<file path="src/atc_pkg.sv">
// shared types and constants of the actuator teach-in controller
package atc_pkg;

   // ---------------------------------------------------------------
   // register map (byte addresses) and fields
   // ---------------------------------------------------------------
   localparam logic [7:0] REG_CTRL     = 8'h00;
   localparam logic [7:0] REG_STATUS   = 8'h04;
   localparam logic [7:0] REG_IRQ_STAT = 8'h08;
   localparam logic [7:0] REG_IRQ_CLR  = 8'h0C;
   localparam logic [7:0] REG_IRQ_EN   = 8'h10;
   localparam logic [7:0] REG_CODE     = 8'h14;
   localparam int         CTRL_UNIV_BIT = 0;  // universally coded variant
   localparam int         CTRL_POL_BIT  = 1;  // 1: power to lock
   localparam logic [1:0] CTRL_RST      = 2'h2;
   localparam int         EV_TAUGHT = 0;
   localparam int         EV_SAFE   = 1;
   localparam int         EV_RUN    = 2;
   localparam int         EV_W      = 3;
   localparam int         CODE_W    = 16;
   localparam int         DEACT_N   = 3;

   // ---------------------------------------------------------------
   // timing: one prescaled millisecond tick drives every timer
   // ---------------------------------------------------------------
   localparam int CLK_PERIOD_NS = 4;
   localparam int TICK_NS       = 1000000;
   localparam int TICK_CYC      = (TICK_NS + CLK_PERIOD_NS - 1) / CLK_PERIOD_NS;
   localparam int FIRST_WIN_MIN = 30;
   localparam int FIRST_WIN_MS  = FIRST_WIN_MIN * 60000;
   localparam int REPL_WIN_MIN  = 5;
   localparam int REPL_WIN_MS   = REPL_WIN_MIN * 60000;
   localparam int CONFIRM_MIN   = 5;
   localparam int CONFIRM_MS    = CONFIRM_MIN * 60000;
   localparam int LOCK_TO_MIN   = 10;
   localparam int LOCK_TO_MS    = LOCK_TO_MIN * 60000;
   localparam int DWELL_S       = 3;
   localparam int DWELL_MS      = DWELL_S * 1000;
   localparam int START_MS      = 2000;
   localparam int LEARN_MS      = 1000;
   localparam int BLINK1_HALF_MS = 500;   // 1 Hz
   localparam int BLINK2_HALF_MS = 250;   // 2 Hz
   localparam int BLINK4_HALF_MS = 125;   // 4 Hz

   // ---------------------------------------------------------------
   // types
   // ---------------------------------------------------------------
   typedef enum logic [1:0] {COL_OFF, COL_RED, COL_GREEN, COL_YELLOW}
      atc_col_t;
   typedef enum logic [2:0] {CAUSE_NONE, CAUSE_WINDOW, CAUSE_CONFIRM,
      CAUSE_REMOVED, CAUSE_SUPPLY, CAUSE_DEACT, CAUSE_LOCK} atc_cause_t;
   typedef enum logic [3:0] {S_LOAD, S_START, S_WAIT_FIRST, S_WAIT_REPL,
      S_DWELL, S_LEARN, S_DONE, S_RUN, S_SAFE} atc_state_t;

   typedef struct packed {
      logic              present;
      logic              in_pos;
      logic [CODE_W-1:0] code;
   } atc_act_t;

   typedef struct packed {
      atc_col_t state;
      atc_col_t lock;
      atc_col_t diag;
   } atc_ind_t;

   typedef struct packed {
      logic                            taught;
      logic                            pend;
      logic                            busy;
      logic [CODE_W-1:0]               code;
      logic [CODE_W-1:0]               pcode;
      logic [DEACT_N-1:0]              deact_v;
      logic [DEACT_N-1:0][CODE_W-1:0]  deact;
   } atc_nv_t;

   typedef struct packed {
      atc_state_t        st;
      atc_cause_t        cause;
      logic              repl;
      logic [31:0]       pre;
      logic              tick;
      logic [31:0]       tmr;
      logic [31:0]       aux;
      logic [31:0]       lck;
      logic [15:0]       blk;
      atc_nv_t           nv;
      logic              nv_stb;
      logic [1:0]        ctrl;
      logic [EV_W-1:0]   irq_stat;
      logic [EV_W-1:0]   irq_en;
      logic              a_wr;
      logic [7:0]        a_addr;
      logic [31:0]       rdata;
      logic              ch_a;
      logic              ch_b;
      logic              lock_drv;
      atc_ind_t          ind;
   } atc_regs_t;

endpackage

</file>
<file path="src/atc_ctrl.sv">
// actuator teach-in controller with ahb-lite register slave
//
// Register access over AHB-Lite and the register addresses were chosen for this implementation.
`timescale 1ns/1ps
module atc_ctrl #(
   parameter int TICK_CYC      = atc_pkg::TICK_CYC,
   parameter int FIRST_WIN_MS  = atc_pkg::FIRST_WIN_MS,
   parameter int REPL_WIN_MS   = atc_pkg::REPL_WIN_MS,
   parameter int CONFIRM_MS    = atc_pkg::CONFIRM_MS,
   parameter int LOCK_TO_MS    = atc_pkg::LOCK_TO_MS,
   parameter int DWELL_MS      = atc_pkg::DWELL_MS,
   parameter int START_MS      = atc_pkg::START_MS,
   parameter int LEARN_MS      = atc_pkg::LEARN_MS
) (
   input  wire logic              hclk,                    // bus clock
   input  wire logic              hresetn,                 // power-up reset
   input  wire logic              hsel,                    // slave select
   input  wire logic [31:0]       haddr,                   // byte address
   input  wire logic [1:0]        htrans,                  // transfer type
   input  wire logic              hwrite,                  // write access
   input  wire logic [2:0]        hsize,                   // word only
   input  wire logic [31:0]       hwdata,                  // write data
   input  wire logic              hready,                  // bus ready
   output logic      [31:0]       hrdata,                  // read data
   output logic                   hreadyout,               // never waits
   output logic                   hresp,                   // always okay
   input  wire atc_pkg::atc_act_t act,                     // actuator sense
   input  wire logic              lock_cmd,                // lock input pin
   input  wire logic              lock_engaged,            // bolt locked
   input  wire logic              enable_in_a,             // enable chan a
   input  wire logic              enable_in_b,             // enable chan b
   input  wire atc_pkg::atc_nv_t  nv_rd,                   // stored codes
   output logic                   nv_wr_stb,               // store pulse
   output atc_pkg::atc_nv_t       nv_wr,                   // data to store
   output logic                   lock_drive,              // lock actuator
   output logic                   safety_output_channel_a, // channel a
   output logic                   safety_output_channel_b, // channel b
   output atc_pkg::atc_ind_t      ind,                     // indicators
   output logic                   irq                      // interrupt
);

   // ---------------------------------------------------------------
   // helpers
   // ---------------------------------------------------------------
   // code among the remembered deactivated codes
   function automatic logic is_deact(input atc_pkg::atc_nv_t nv,
                                     input logic [atc_pkg::CODE_W-1:0] c);
      logic hit;
      hit = 1'b0;
      for (int i = 0; i < atc_pkg::DEACT_N; i++) begin
         if (nv.deact_v[i] && nv.deact[i] == c) begin
            hit = 1'b1;
         end
      end
      return hit;
   endfunction

   // timer reached a millisecond limit
   function automatic logic at_ms(input logic [31:0] t, input int lim);
      return t >= 32'(lim);
   endfunction

   atc_pkg::atc_regs_t r;
   atc_pkg::atc_regs_t n;
   logic               b1;
   logic               b2;
   logic               b4;
   logic               univ;
   logic               lock_req;
   logic               act_valid;
   logic               a_take;

   // blink phases from the millisecond counter
   assign b1 = r.blk < 16'(atc_pkg::BLINK1_HALF_MS);
   assign b2 = (r.blk % 16'(2 * atc_pkg::BLINK2_HALF_MS))
               < 16'(atc_pkg::BLINK2_HALF_MS);
   assign b4 = (r.blk % 16'(2 * atc_pkg::BLINK4_HALF_MS))
               < 16'(atc_pkg::BLINK4_HALF_MS);
   assign univ = r.ctrl[atc_pkg::CTRL_UNIV_BIT];
   // lock request level follows variant polarity
   assign lock_req = r.ctrl[atc_pkg::CTRL_POL_BIT] ? lock_cmd
                                                   : !lock_cmd;
   // only the latest taught code counts, or any for universal
   assign act_valid = act.present &&
                      (univ || (r.nv.taught && act.code == r.nv.code));
   assign a_take = hsel && hready && htrans[1];

   // ---------------------------------------------------------------
   // next-state logic
   // ---------------------------------------------------------------
   always_comb begin
      n = r;
      n.nv_stb = 1'b0;
      // one prescaled tick feeds all timers
      n.tick = 1'b0;
      if (r.pre >= 32'(TICK_CYC - 1)) begin
         n.pre = '0;
         n.tick = 1'b1;
      end else begin
         n.pre = r.pre + 32'h1;
      end
      if (r.tick) begin
         n.tmr = r.tmr + 32'h1;
         n.aux = r.aux + 32'h1;
         n.blk = (r.blk >= 16'(2 * atc_pkg::BLINK1_HALF_MS - 1)) ? 16'h0
                 : r.blk + 16'h1;
      end

      // bus: address phase capture and data phase write
      n.a_wr = a_take && hwrite;
      n.a_addr = haddr[7:0];
      if (a_take && !hwrite) begin
         case (haddr[7:0])
            atc_pkg::REG_CTRL:     n.rdata = {30'h0, r.ctrl};
            atc_pkg::REG_STATUS:   n.rdata = {20'h0, 1'b0, r.cause,
               r.st, r.lock_drv, r.nv.taught, r.ch_b, r.ch_a};
            atc_pkg::REG_IRQ_STAT: n.rdata = {29'h0, r.irq_stat};
            atc_pkg::REG_IRQ_EN:   n.rdata = {29'h0, r.irq_en};
            atc_pkg::REG_CODE:     n.rdata = {16'h0, r.nv.code};
            default:               n.rdata = 32'h0;
         endcase
      end
      if (r.a_wr) begin
         case (r.a_addr)
            atc_pkg::REG_CTRL:    n.ctrl = hwdata[1:0];
            atc_pkg::REG_IRQ_CLR: n.irq_stat = r.irq_stat & ~hwdata[2:0];
            atc_pkg::REG_IRQ_EN:  n.irq_en = hwdata[2:0];
            default:              n.ctrl = n.ctrl;
         endcase
      end

      // teach-in sequencing
      case (r.st)
         atc_pkg::S_LOAD: begin
            n.nv = nv_rd;
            n.aux = '0;
            n.st = atc_pkg::S_START;
            if (nv_rd.busy) begin
               // supply lost while learning: teach-in invalid
               n.nv.busy = 1'b0;
               n.nv_stb = 1'b1;
               n.st = atc_pkg::S_SAFE;
               n.cause = atc_pkg::CAUSE_SUPPLY;
            end else if (nv_rd.pend) begin
               // restart confirms the new code, old one retired
               n.nv.pend = 1'b0;
               n.nv.taught = 1'b1;
               n.nv.code = nv_rd.pcode;
               if (nv_rd.taught) begin
                  n.nv.deact = {nv_rd.deact[1:0], nv_rd.code};
                  n.nv.deact_v = {nv_rd.deact_v[1:0], 1'b1};
               end
               n.nv_stb = 1'b1;
            end
         end
         atc_pkg::S_START: begin
            // self test holds outputs off
            if (at_ms(r.aux, START_MS)) begin
               n.tmr = '0;
               if (univ) begin
                  n.st = atc_pkg::S_RUN;
               end else if (!r.nv.taught) begin
                  n.st = atc_pkg::S_WAIT_FIRST;
                  n.repl = 1'b0;
               end else begin
                  n.st = atc_pkg::S_WAIT_REPL;
                  n.repl = 1'b1;
               end
            end
         end
         atc_pkg::S_WAIT_FIRST: begin
            if (at_ms(r.tmr, FIRST_WIN_MS)) begin
               n.st = atc_pkg::S_SAFE;
               n.cause = atc_pkg::CAUSE_WINDOW;
            end else if (act.present && act.in_pos) begin
               n.st = atc_pkg::S_DWELL;
               n.aux = '0;
            end
         end
         atc_pkg::S_WAIT_REPL: begin
            if (at_ms(r.tmr, REPL_WIN_MS)) begin
               n.st = atc_pkg::S_RUN;
            end else if (act.present && act.code == r.nv.code) begin
               n.st = atc_pkg::S_RUN;
            end else if (act.present && is_deact(r.nv, act.code)) begin
               n.st = atc_pkg::S_SAFE;
               n.cause = atc_pkg::CAUSE_DEACT;
            end else if (act.present && act.in_pos) begin
               n.st = atc_pkg::S_DWELL;
               n.aux = '0;
            end
         end
         atc_pkg::S_DWELL: begin
            // actuator must stay in position before learning
            if (!(act.present && act.in_pos)) begin
               n.st = r.repl ? atc_pkg::S_WAIT_REPL
                             : atc_pkg::S_WAIT_FIRST;
            end else if (r.repl && is_deact(r.nv, act.code)) begin
               n.st = atc_pkg::S_SAFE;
               n.cause = atc_pkg::CAUSE_DEACT;
            end else if (at_ms(r.aux, DWELL_MS)) begin
               n.st = atc_pkg::S_LEARN;
               n.aux = '0;
               n.nv.busy = 1'b1;
               n.nv.pcode = act.code;
               n.nv_stb = 1'b1;
            end
         end
         atc_pkg::S_LEARN: begin
            if (!act.present || act.code != r.nv.pcode) begin
               n.st = atc_pkg::S_SAFE;
               n.cause = atc_pkg::CAUSE_REMOVED;
               n.nv.busy = 1'b0;
               n.nv_stb = 1'b1;
            end else if (at_ms(r.aux, LEARN_MS)) begin
               n.st = atc_pkg::S_DONE;
               n.tmr = '0;
               n.nv.busy = 1'b0;
               n.nv.pend = 1'b1;
               n.nv_stb = 1'b1;
               n.irq_stat[atc_pkg::EV_TAUGHT] = 1'b1;
            end
         end
         atc_pkg::S_DONE: begin
            // restart must follow; otherwise drop the new code
            if (at_ms(r.tmr, CONFIRM_MS)) begin
               n.st = atc_pkg::S_SAFE;
               n.cause = atc_pkg::CAUSE_CONFIRM;
               n.nv.pend = 1'b0;
               n.nv_stb = 1'b1;
            end
         end
         atc_pkg::S_RUN: begin
            // retry locking while a valid actuator is present
            if (act_valid && lock_req && !lock_engaged) begin
               if (r.tick) begin
                  n.lck = r.lck + 32'h1;
               end
               if (at_ms(r.lck, LOCK_TO_MS)) begin
                  n.st = atc_pkg::S_SAFE;
                  n.cause = atc_pkg::CAUSE_LOCK;
               end
            end else begin
               n.lck = '0;
            end
         end
         atc_pkg::S_SAFE: n.st = atc_pkg::S_SAFE;
         default: n.st = atc_pkg::S_SAFE;
      endcase

      // events, set wins over clear
      if (n.st == atc_pkg::S_SAFE && r.st != atc_pkg::S_SAFE) begin
         n.irq_stat[atc_pkg::EV_SAFE] = 1'b1;
      end
      if (n.st == atc_pkg::S_RUN && r.st != atc_pkg::S_RUN) begin
         n.irq_stat[atc_pkg::EV_RUN] = 1'b1;
      end

      // outputs follow the next state so they match it
      n.lock_drv = (n.st == atc_pkg::S_RUN) && act_valid && lock_req;
      n.ch_a = (n.st == atc_pkg::S_RUN) && act_valid && enable_in_a;
      n.ch_b = (n.st == atc_pkg::S_RUN) && act_valid && enable_in_b;

      // indicator patterns
      n.ind.state = atc_pkg::COL_RED;
      n.ind.lock = atc_pkg::COL_OFF;
      n.ind.diag = b4 ? atc_pkg::COL_YELLOW : atc_pkg::COL_RED;
      case (n.st)
         atc_pkg::S_LOAD, atc_pkg::S_START: begin
            n.ind.state = b2 ? atc_pkg::COL_RED : atc_pkg::COL_GREEN;
            n.ind.lock = b2 ? atc_pkg::COL_OFF : atc_pkg::COL_GREEN;
            n.ind.diag = b2 ? atc_pkg::COL_RED : atc_pkg::COL_YELLOW;
         end
         atc_pkg::S_WAIT_FIRST, atc_pkg::S_WAIT_REPL,
         atc_pkg::S_DWELL: begin
            n.ind.state = atc_pkg::COL_RED;
         end
         atc_pkg::S_LEARN: begin
            n.ind.state = b4 ? atc_pkg::COL_GREEN : atc_pkg::COL_OFF;
         end
         atc_pkg::S_DONE: begin
            n.ind.state = b4 ? atc_pkg::COL_GREEN : atc_pkg::COL_OFF;
            n.ind.diag = b4 ? atc_pkg::COL_YELLOW : atc_pkg::COL_OFF;
         end
         atc_pkg::S_SAFE: begin
            // diag blinks only for a missed restart confirm, steady red for other causes
            n.ind.state = b4 ? atc_pkg::COL_RED : atc_pkg::COL_GREEN;
            n.ind.diag = (n.cause == atc_pkg::CAUSE_CONFIRM) ?
               (b4 ? atc_pkg::COL_RED : atc_pkg::COL_OFF) : atc_pkg::COL_RED;
         end
         atc_pkg::S_RUN: begin
            n.ind.state = (n.ch_a && n.ch_b) ? atc_pkg::COL_GREEN
               : act_valid ? (b1 ? atc_pkg::COL_GREEN : atc_pkg::COL_OFF)
               : atc_pkg::COL_RED;
            n.ind.lock = !lock_req ? atc_pkg::COL_OFF
               : (act_valid && lock_engaged) ? atc_pkg::COL_GREEN
               : (b1 ? atc_pkg::COL_GREEN : atc_pkg::COL_OFF);
            n.ind.diag = (enable_in_a && enable_in_b) ? atc_pkg::COL_OFF
                                                      : atc_pkg::COL_YELLOW;
         end
         default: n.ind.state = atc_pkg::COL_RED;
      endcase
   end

   // ---------------------------------------------------------------
   // state register, all timers cleared at power-up
   // ---------------------------------------------------------------
   always_ff @(posedge hclk or negedge hresetn) begin
      if (!hresetn) begin
         r <= '0;
         r.st <= atc_pkg::S_LOAD;
         r.ctrl <= atc_pkg::CTRL_RST;
         r.ind <= '0;
      end else begin
         r <= n;
      end
   end

   // port drive
   assign hrdata = r.rdata;
   assign hreadyout = 1'b1;
   assign hresp = 1'b0;
   assign nv_wr_stb = r.nv_stb;
   assign nv_wr = r.nv;
   assign lock_drive = r.lock_drv;
   assign safety_output_channel_a = r.ch_a;
   assign safety_output_channel_b = r.ch_b;
   assign ind = r.ind;
   assign irq = |(r.irq_stat & r.irq_en);
endmodule

</file>
<file path="config.mk">
export PLATFORM = sky130hd
export DESIGN_NAME = atc_ctrl
export DESIGN_NICKNAME = d
export VERILOG_FILES = /design/src/atc_pkg.sv /design/src/atc_ctrl.sv
export SDC_FILE = /design/constraint.sdc
export NUM_CORES = 1
export LEC_CHECK = 0
export BUFFER_PORTS_ARGS = -buffer_cell sky130_fd_sc_hd__buf_2
export CAP_MARGIN = 10
export CELL_PAD_IN_SITES_DETAIL_PLACEMENT = 2
export CELL_PAD_IN_SITES_GLOBAL_PLACEMENT = 2
export CORE_ASPECT_RATIO = 2
export CORE_MARGIN = 2
export CORE_UTILIZATION = 31
export CTS_CLUSTER_DIAMETER = 150
export CTS_CLUSTER_SIZE = 30
export DETAILED_ROUTE_END_ITERATION = 10
export PLACE_DENSITY_LB_ADDON = 0.2
export SYNTH_ARGS = -nofsm -noshare
export SYNTH_HDL_FRONTEND = slang
export SYNTH_SLANG_ARGS = --single-unit
</file>
<file path="constraint.sdc">
create_clock -name hclk -period 5.4 [get_ports hclk]
set_clock_uncertainty 0.1 [all_clocks]
set_input_delay 0.54 -clock hclk [delete_from_list [all_inputs] [get_ports hclk]]
set_output_delay 0.54 -clock hclk [all_outputs]
set_load 0.02 [all_outputs]
</file>
==> run summary <==
* 281 — Num Clock Sinks
* dfrtp_1 — most used flip-flop cell after synthesis
* 26 — length in cells of the worst reg-to-reg path
* yes — unrepaired setup endpoints after global routing
* 31.2% — initial core utilization
* 56000 um^2 — core region area
* compound AO/OA/AOI/OAI gates — family of cells with the greatest summed delay on the critical path
* 21.7% — total global routing track utilization
* flip-flop — CP Launch Type
* ind[5]$_DFF_PN0_ — reg2reg end
* 540 ps — source-to-sink clock delay at the later pin of the worst-skew pair
* 0 — number of flops mapped to enable cells by yosys
* 0 — total of max-cap violations
* r[155]$_DFFE_PN0P_ — Worst R2R Start
* -550 ps — r2r setup slk
* setup timing — violations in the final reports
* 505 — number of violations reported at the end of detailed-routing iteration 0
* 22.1 um — post-DR wirelength/cell
* 0.843 — weighted congestion reported at the end of routability-driven placement
* buf_4 — most frequent cell on the critical path
* 26.6% — fraction of layout cells with a size suffix above 1
* 4 — number of buffer and inverter instances along the worst setup path
* 1 — H-tree depth
* 120 ps — clock-pin slew on the worst setup and hold paths
* 0 — final routed DRC violation total
* 20800 um^2 — final design instance area without fill
* 16996 — via count of the first global-routing pass
* 470 ps — critical path's largest stage delay
* 2368 — net total in the final layout
* 13 — TritonCTS buffer count
* in2reg — Hold WC Path Type
* 0 — count of synthesis-stage warnings from yosys
* clkbuf_16 — Clock Root Buffer
* 40.3% — register area share after synthesis
* 340 um — die extent in y
* dfrtp_2 — slowest library cell on the worst path
* 58400 um^2 — area of the die
* 97600 um — first-pass GRT wire length
* 26 — Crit. path cell count
* 123 — row count
* 3 — clock tree buffer depth
* 50800 um — detailed placement HPWL
* 5 — Worst Path Max Fanout
* yes — CTS tree
* 5 — setup-violating endpoint count in the final report
* 0 — Final Slew Violations
* reg2reg — type of the worst setup path
* -2570 ps — final sum of negative setup slack
* 313 — I/O pin total
* 5700 ps — Req. time, crit path
* 6250 ps — arrival time worst endpoint
* 65000 um — Post-Route WL
* 172 um — horizontal extent of the die
* ind[5]$_DFF_PN0_ — critical path endpoint
* 15054 — Vias
* -548 ps — worst setup slack after layout
* 31.0% — worst slew margin relative to its limit
* 9.04 um^2 — average size of a mapped cell
* 1932 — gate count of the mapped netlist
* 0.160 mV — Peak VDD IR
* 168 MHz — highest clock frequency the design can meet
* r[155]$_DFFE_PN0P_ — crit path from
* 0.00455 W — power consumption
* 219 nW/um^2 — Cell Pwr Density
* 17500 um^2 — netlist area before placement
* complete, but fails checks — result of the run
* dfrtp_1, nor2_1, xnor2_1 — largest cells by area after synthesis
* nor2_1, dfrtp_1, nand2_1 — most used standard cells in the synthesized netlist
* 0 — endpoints failing hold
* dfrtp_1 — cell type contributing the most total cell area after synthesis
* 0 — antenna violation net count after detailed routing
* 110% — post-route fraction of the period consumed by the critical path
* 5.13 — vias per inst
* 9.03 nW — leakage power summed over all cells
* 2936 — non-filler instance count after layout
* 8 — number of antenna violations at the first check in global routing
* 1030 ps — Worst-Margin Slew
* nor2_1 — count leader, synth
* 6354 — Filler cells
* 40.1% — Yosys top cell area share
* 4 — number of search-and-repair iterations in the first detailed-routing pass
* flip-flop — Critical Path End Type
* 153 — largest net degree at the start of global routing
* 2877 — Placed Cells incl. Taps
* 100% — fraction of synthesis flops using an asynchronous set or reset pin
* 5950 ps — post-route minimum period
* -796 ps — post-place setup slack
* 0 — total grt overflow
* 19600 um^2 — Placed Area
* 18.8% — relative area change from synthesis to final layout
* 281 — number of synthesized register bits
* 108 — count of cell types in the netlist
* 236 — number of buffers inserted by port buffering
==> flip-flops by register name, indices dropped and copies added, names as in the netlist <==
register,flops
r,170
nv_wr,86
hrdata,16
ind,5
lock_drive,1
nv_wr_stb,1
safety_output_channel_a,1
safety_output_channel_b,1
==> power breakdown <==
group	internal, W	total, W	leakage, nW	switching, W
combinational	0.000434	0.000990	5.48	0.000556
clock	0.000464	0.00122	0.178	0.000753
sequential	0.00219	0.00234	3.38	0.000154
==> cell usage in the layout (no fill, tap or decap), types with 26 or more instances in the layout <==
| cell | n |
|---|---|
| xnor2_1 | 123 |
| nor4_1 | 26 |
| o21ai_0 | 32 |
| nand2_1 | 136 |
| nand3_1 | 63 |
| buf_2 | 235 |
| and3_1 | 26 |
| conb_1 | 33 |
| a21oi_1 | 120 |
| nor2_1 | 295 |
| xor2_1 | 79 |
| nand4_1 | 47 |
| inv_1 | 35 |
| dfrtp_1 | 275 |
| buf_4 | 177 |
| mux2i_1 | 99 |
==> final cells by class <==
type                    instances  area (um^2)  area share [%]
flip-flops and latches        281         7040            33.9
diodes                          7         17.5          0.0844
multi-input cells            1416         9540            46.0
inverters                      36          135           0.651
clock buffers                  16          337            1.62
clock inverters                 2         28.8           0.139
well taps                     750          938            4.52
repair buffers                428         2710            13.1
==> through the flow <==
stage          hold WS (ps)  utilization, %
2_1_floorplan           144               -
3_3_place_gp            339            35.0
3_5_place_dp            354            35.0
4_1_cts                22.3            36.5
5_1_grt                25.5            37.0
6_report               43.4            37.0
==> worst min-delay path by stage <==
stage / start / endpoint / slack [ps] / depth (start not counted)
final: haddr[5] / r[46]$_DFF_PN0_ / 40 / 1
after global routing: haddr[5] / r[46]$_DFF_PN0_ / 30 / 1
after CTS: haddr[5] / r[46]$_DFF_PN0_ / 20 / 1
after detailed placement: r[258]$_DFF_PN0_ / r[258]$_DFF_PN0_ / 350 / 1
after global placement: r[258]$_DFF_PN0_ / r[258]$_DFF_PN0_ / 340 / 1
after floorplan: hresetn / hrdata[0]$_DFFE_PN0P_ / 140 / 0
==> layer usage <==
layer,track usage (%),vias up,wire length (um)
met2,44.9,345,37700
met4,11.3,2,3740
met5,0,-,13
met3,3.37,118,2910
met1,19.2,7603,20600
li1,-,6986,-
==> cells by family (layout without fill, tap and decap cells) <==
family / count (synthesis) / in the layout / share of synthesized area [%]
simple gates: 721 / 721 / 19.5
compound gates: 321 / 321 / 13.0
flops: 281 / 281 / 40.3
buf+inv: 266 / 482 / 8.87
xor+xnor: 210 / 210 / 10.6
mux: 116 / 116 / 6.76
fa+ha+maj: 15 / 15 / 1.02
other cells: 2 / 40 / 0.0430
==> timing repair <==
action	CTS	global route
gates resized for setup	81	31
hold buffers	1	0
endpoints found under the setup margin	5	5
setup buffers	22	13
endpoints found under the hold margin	65	0
pin swaps	51	32
Power figures use the tool's default switching activity.
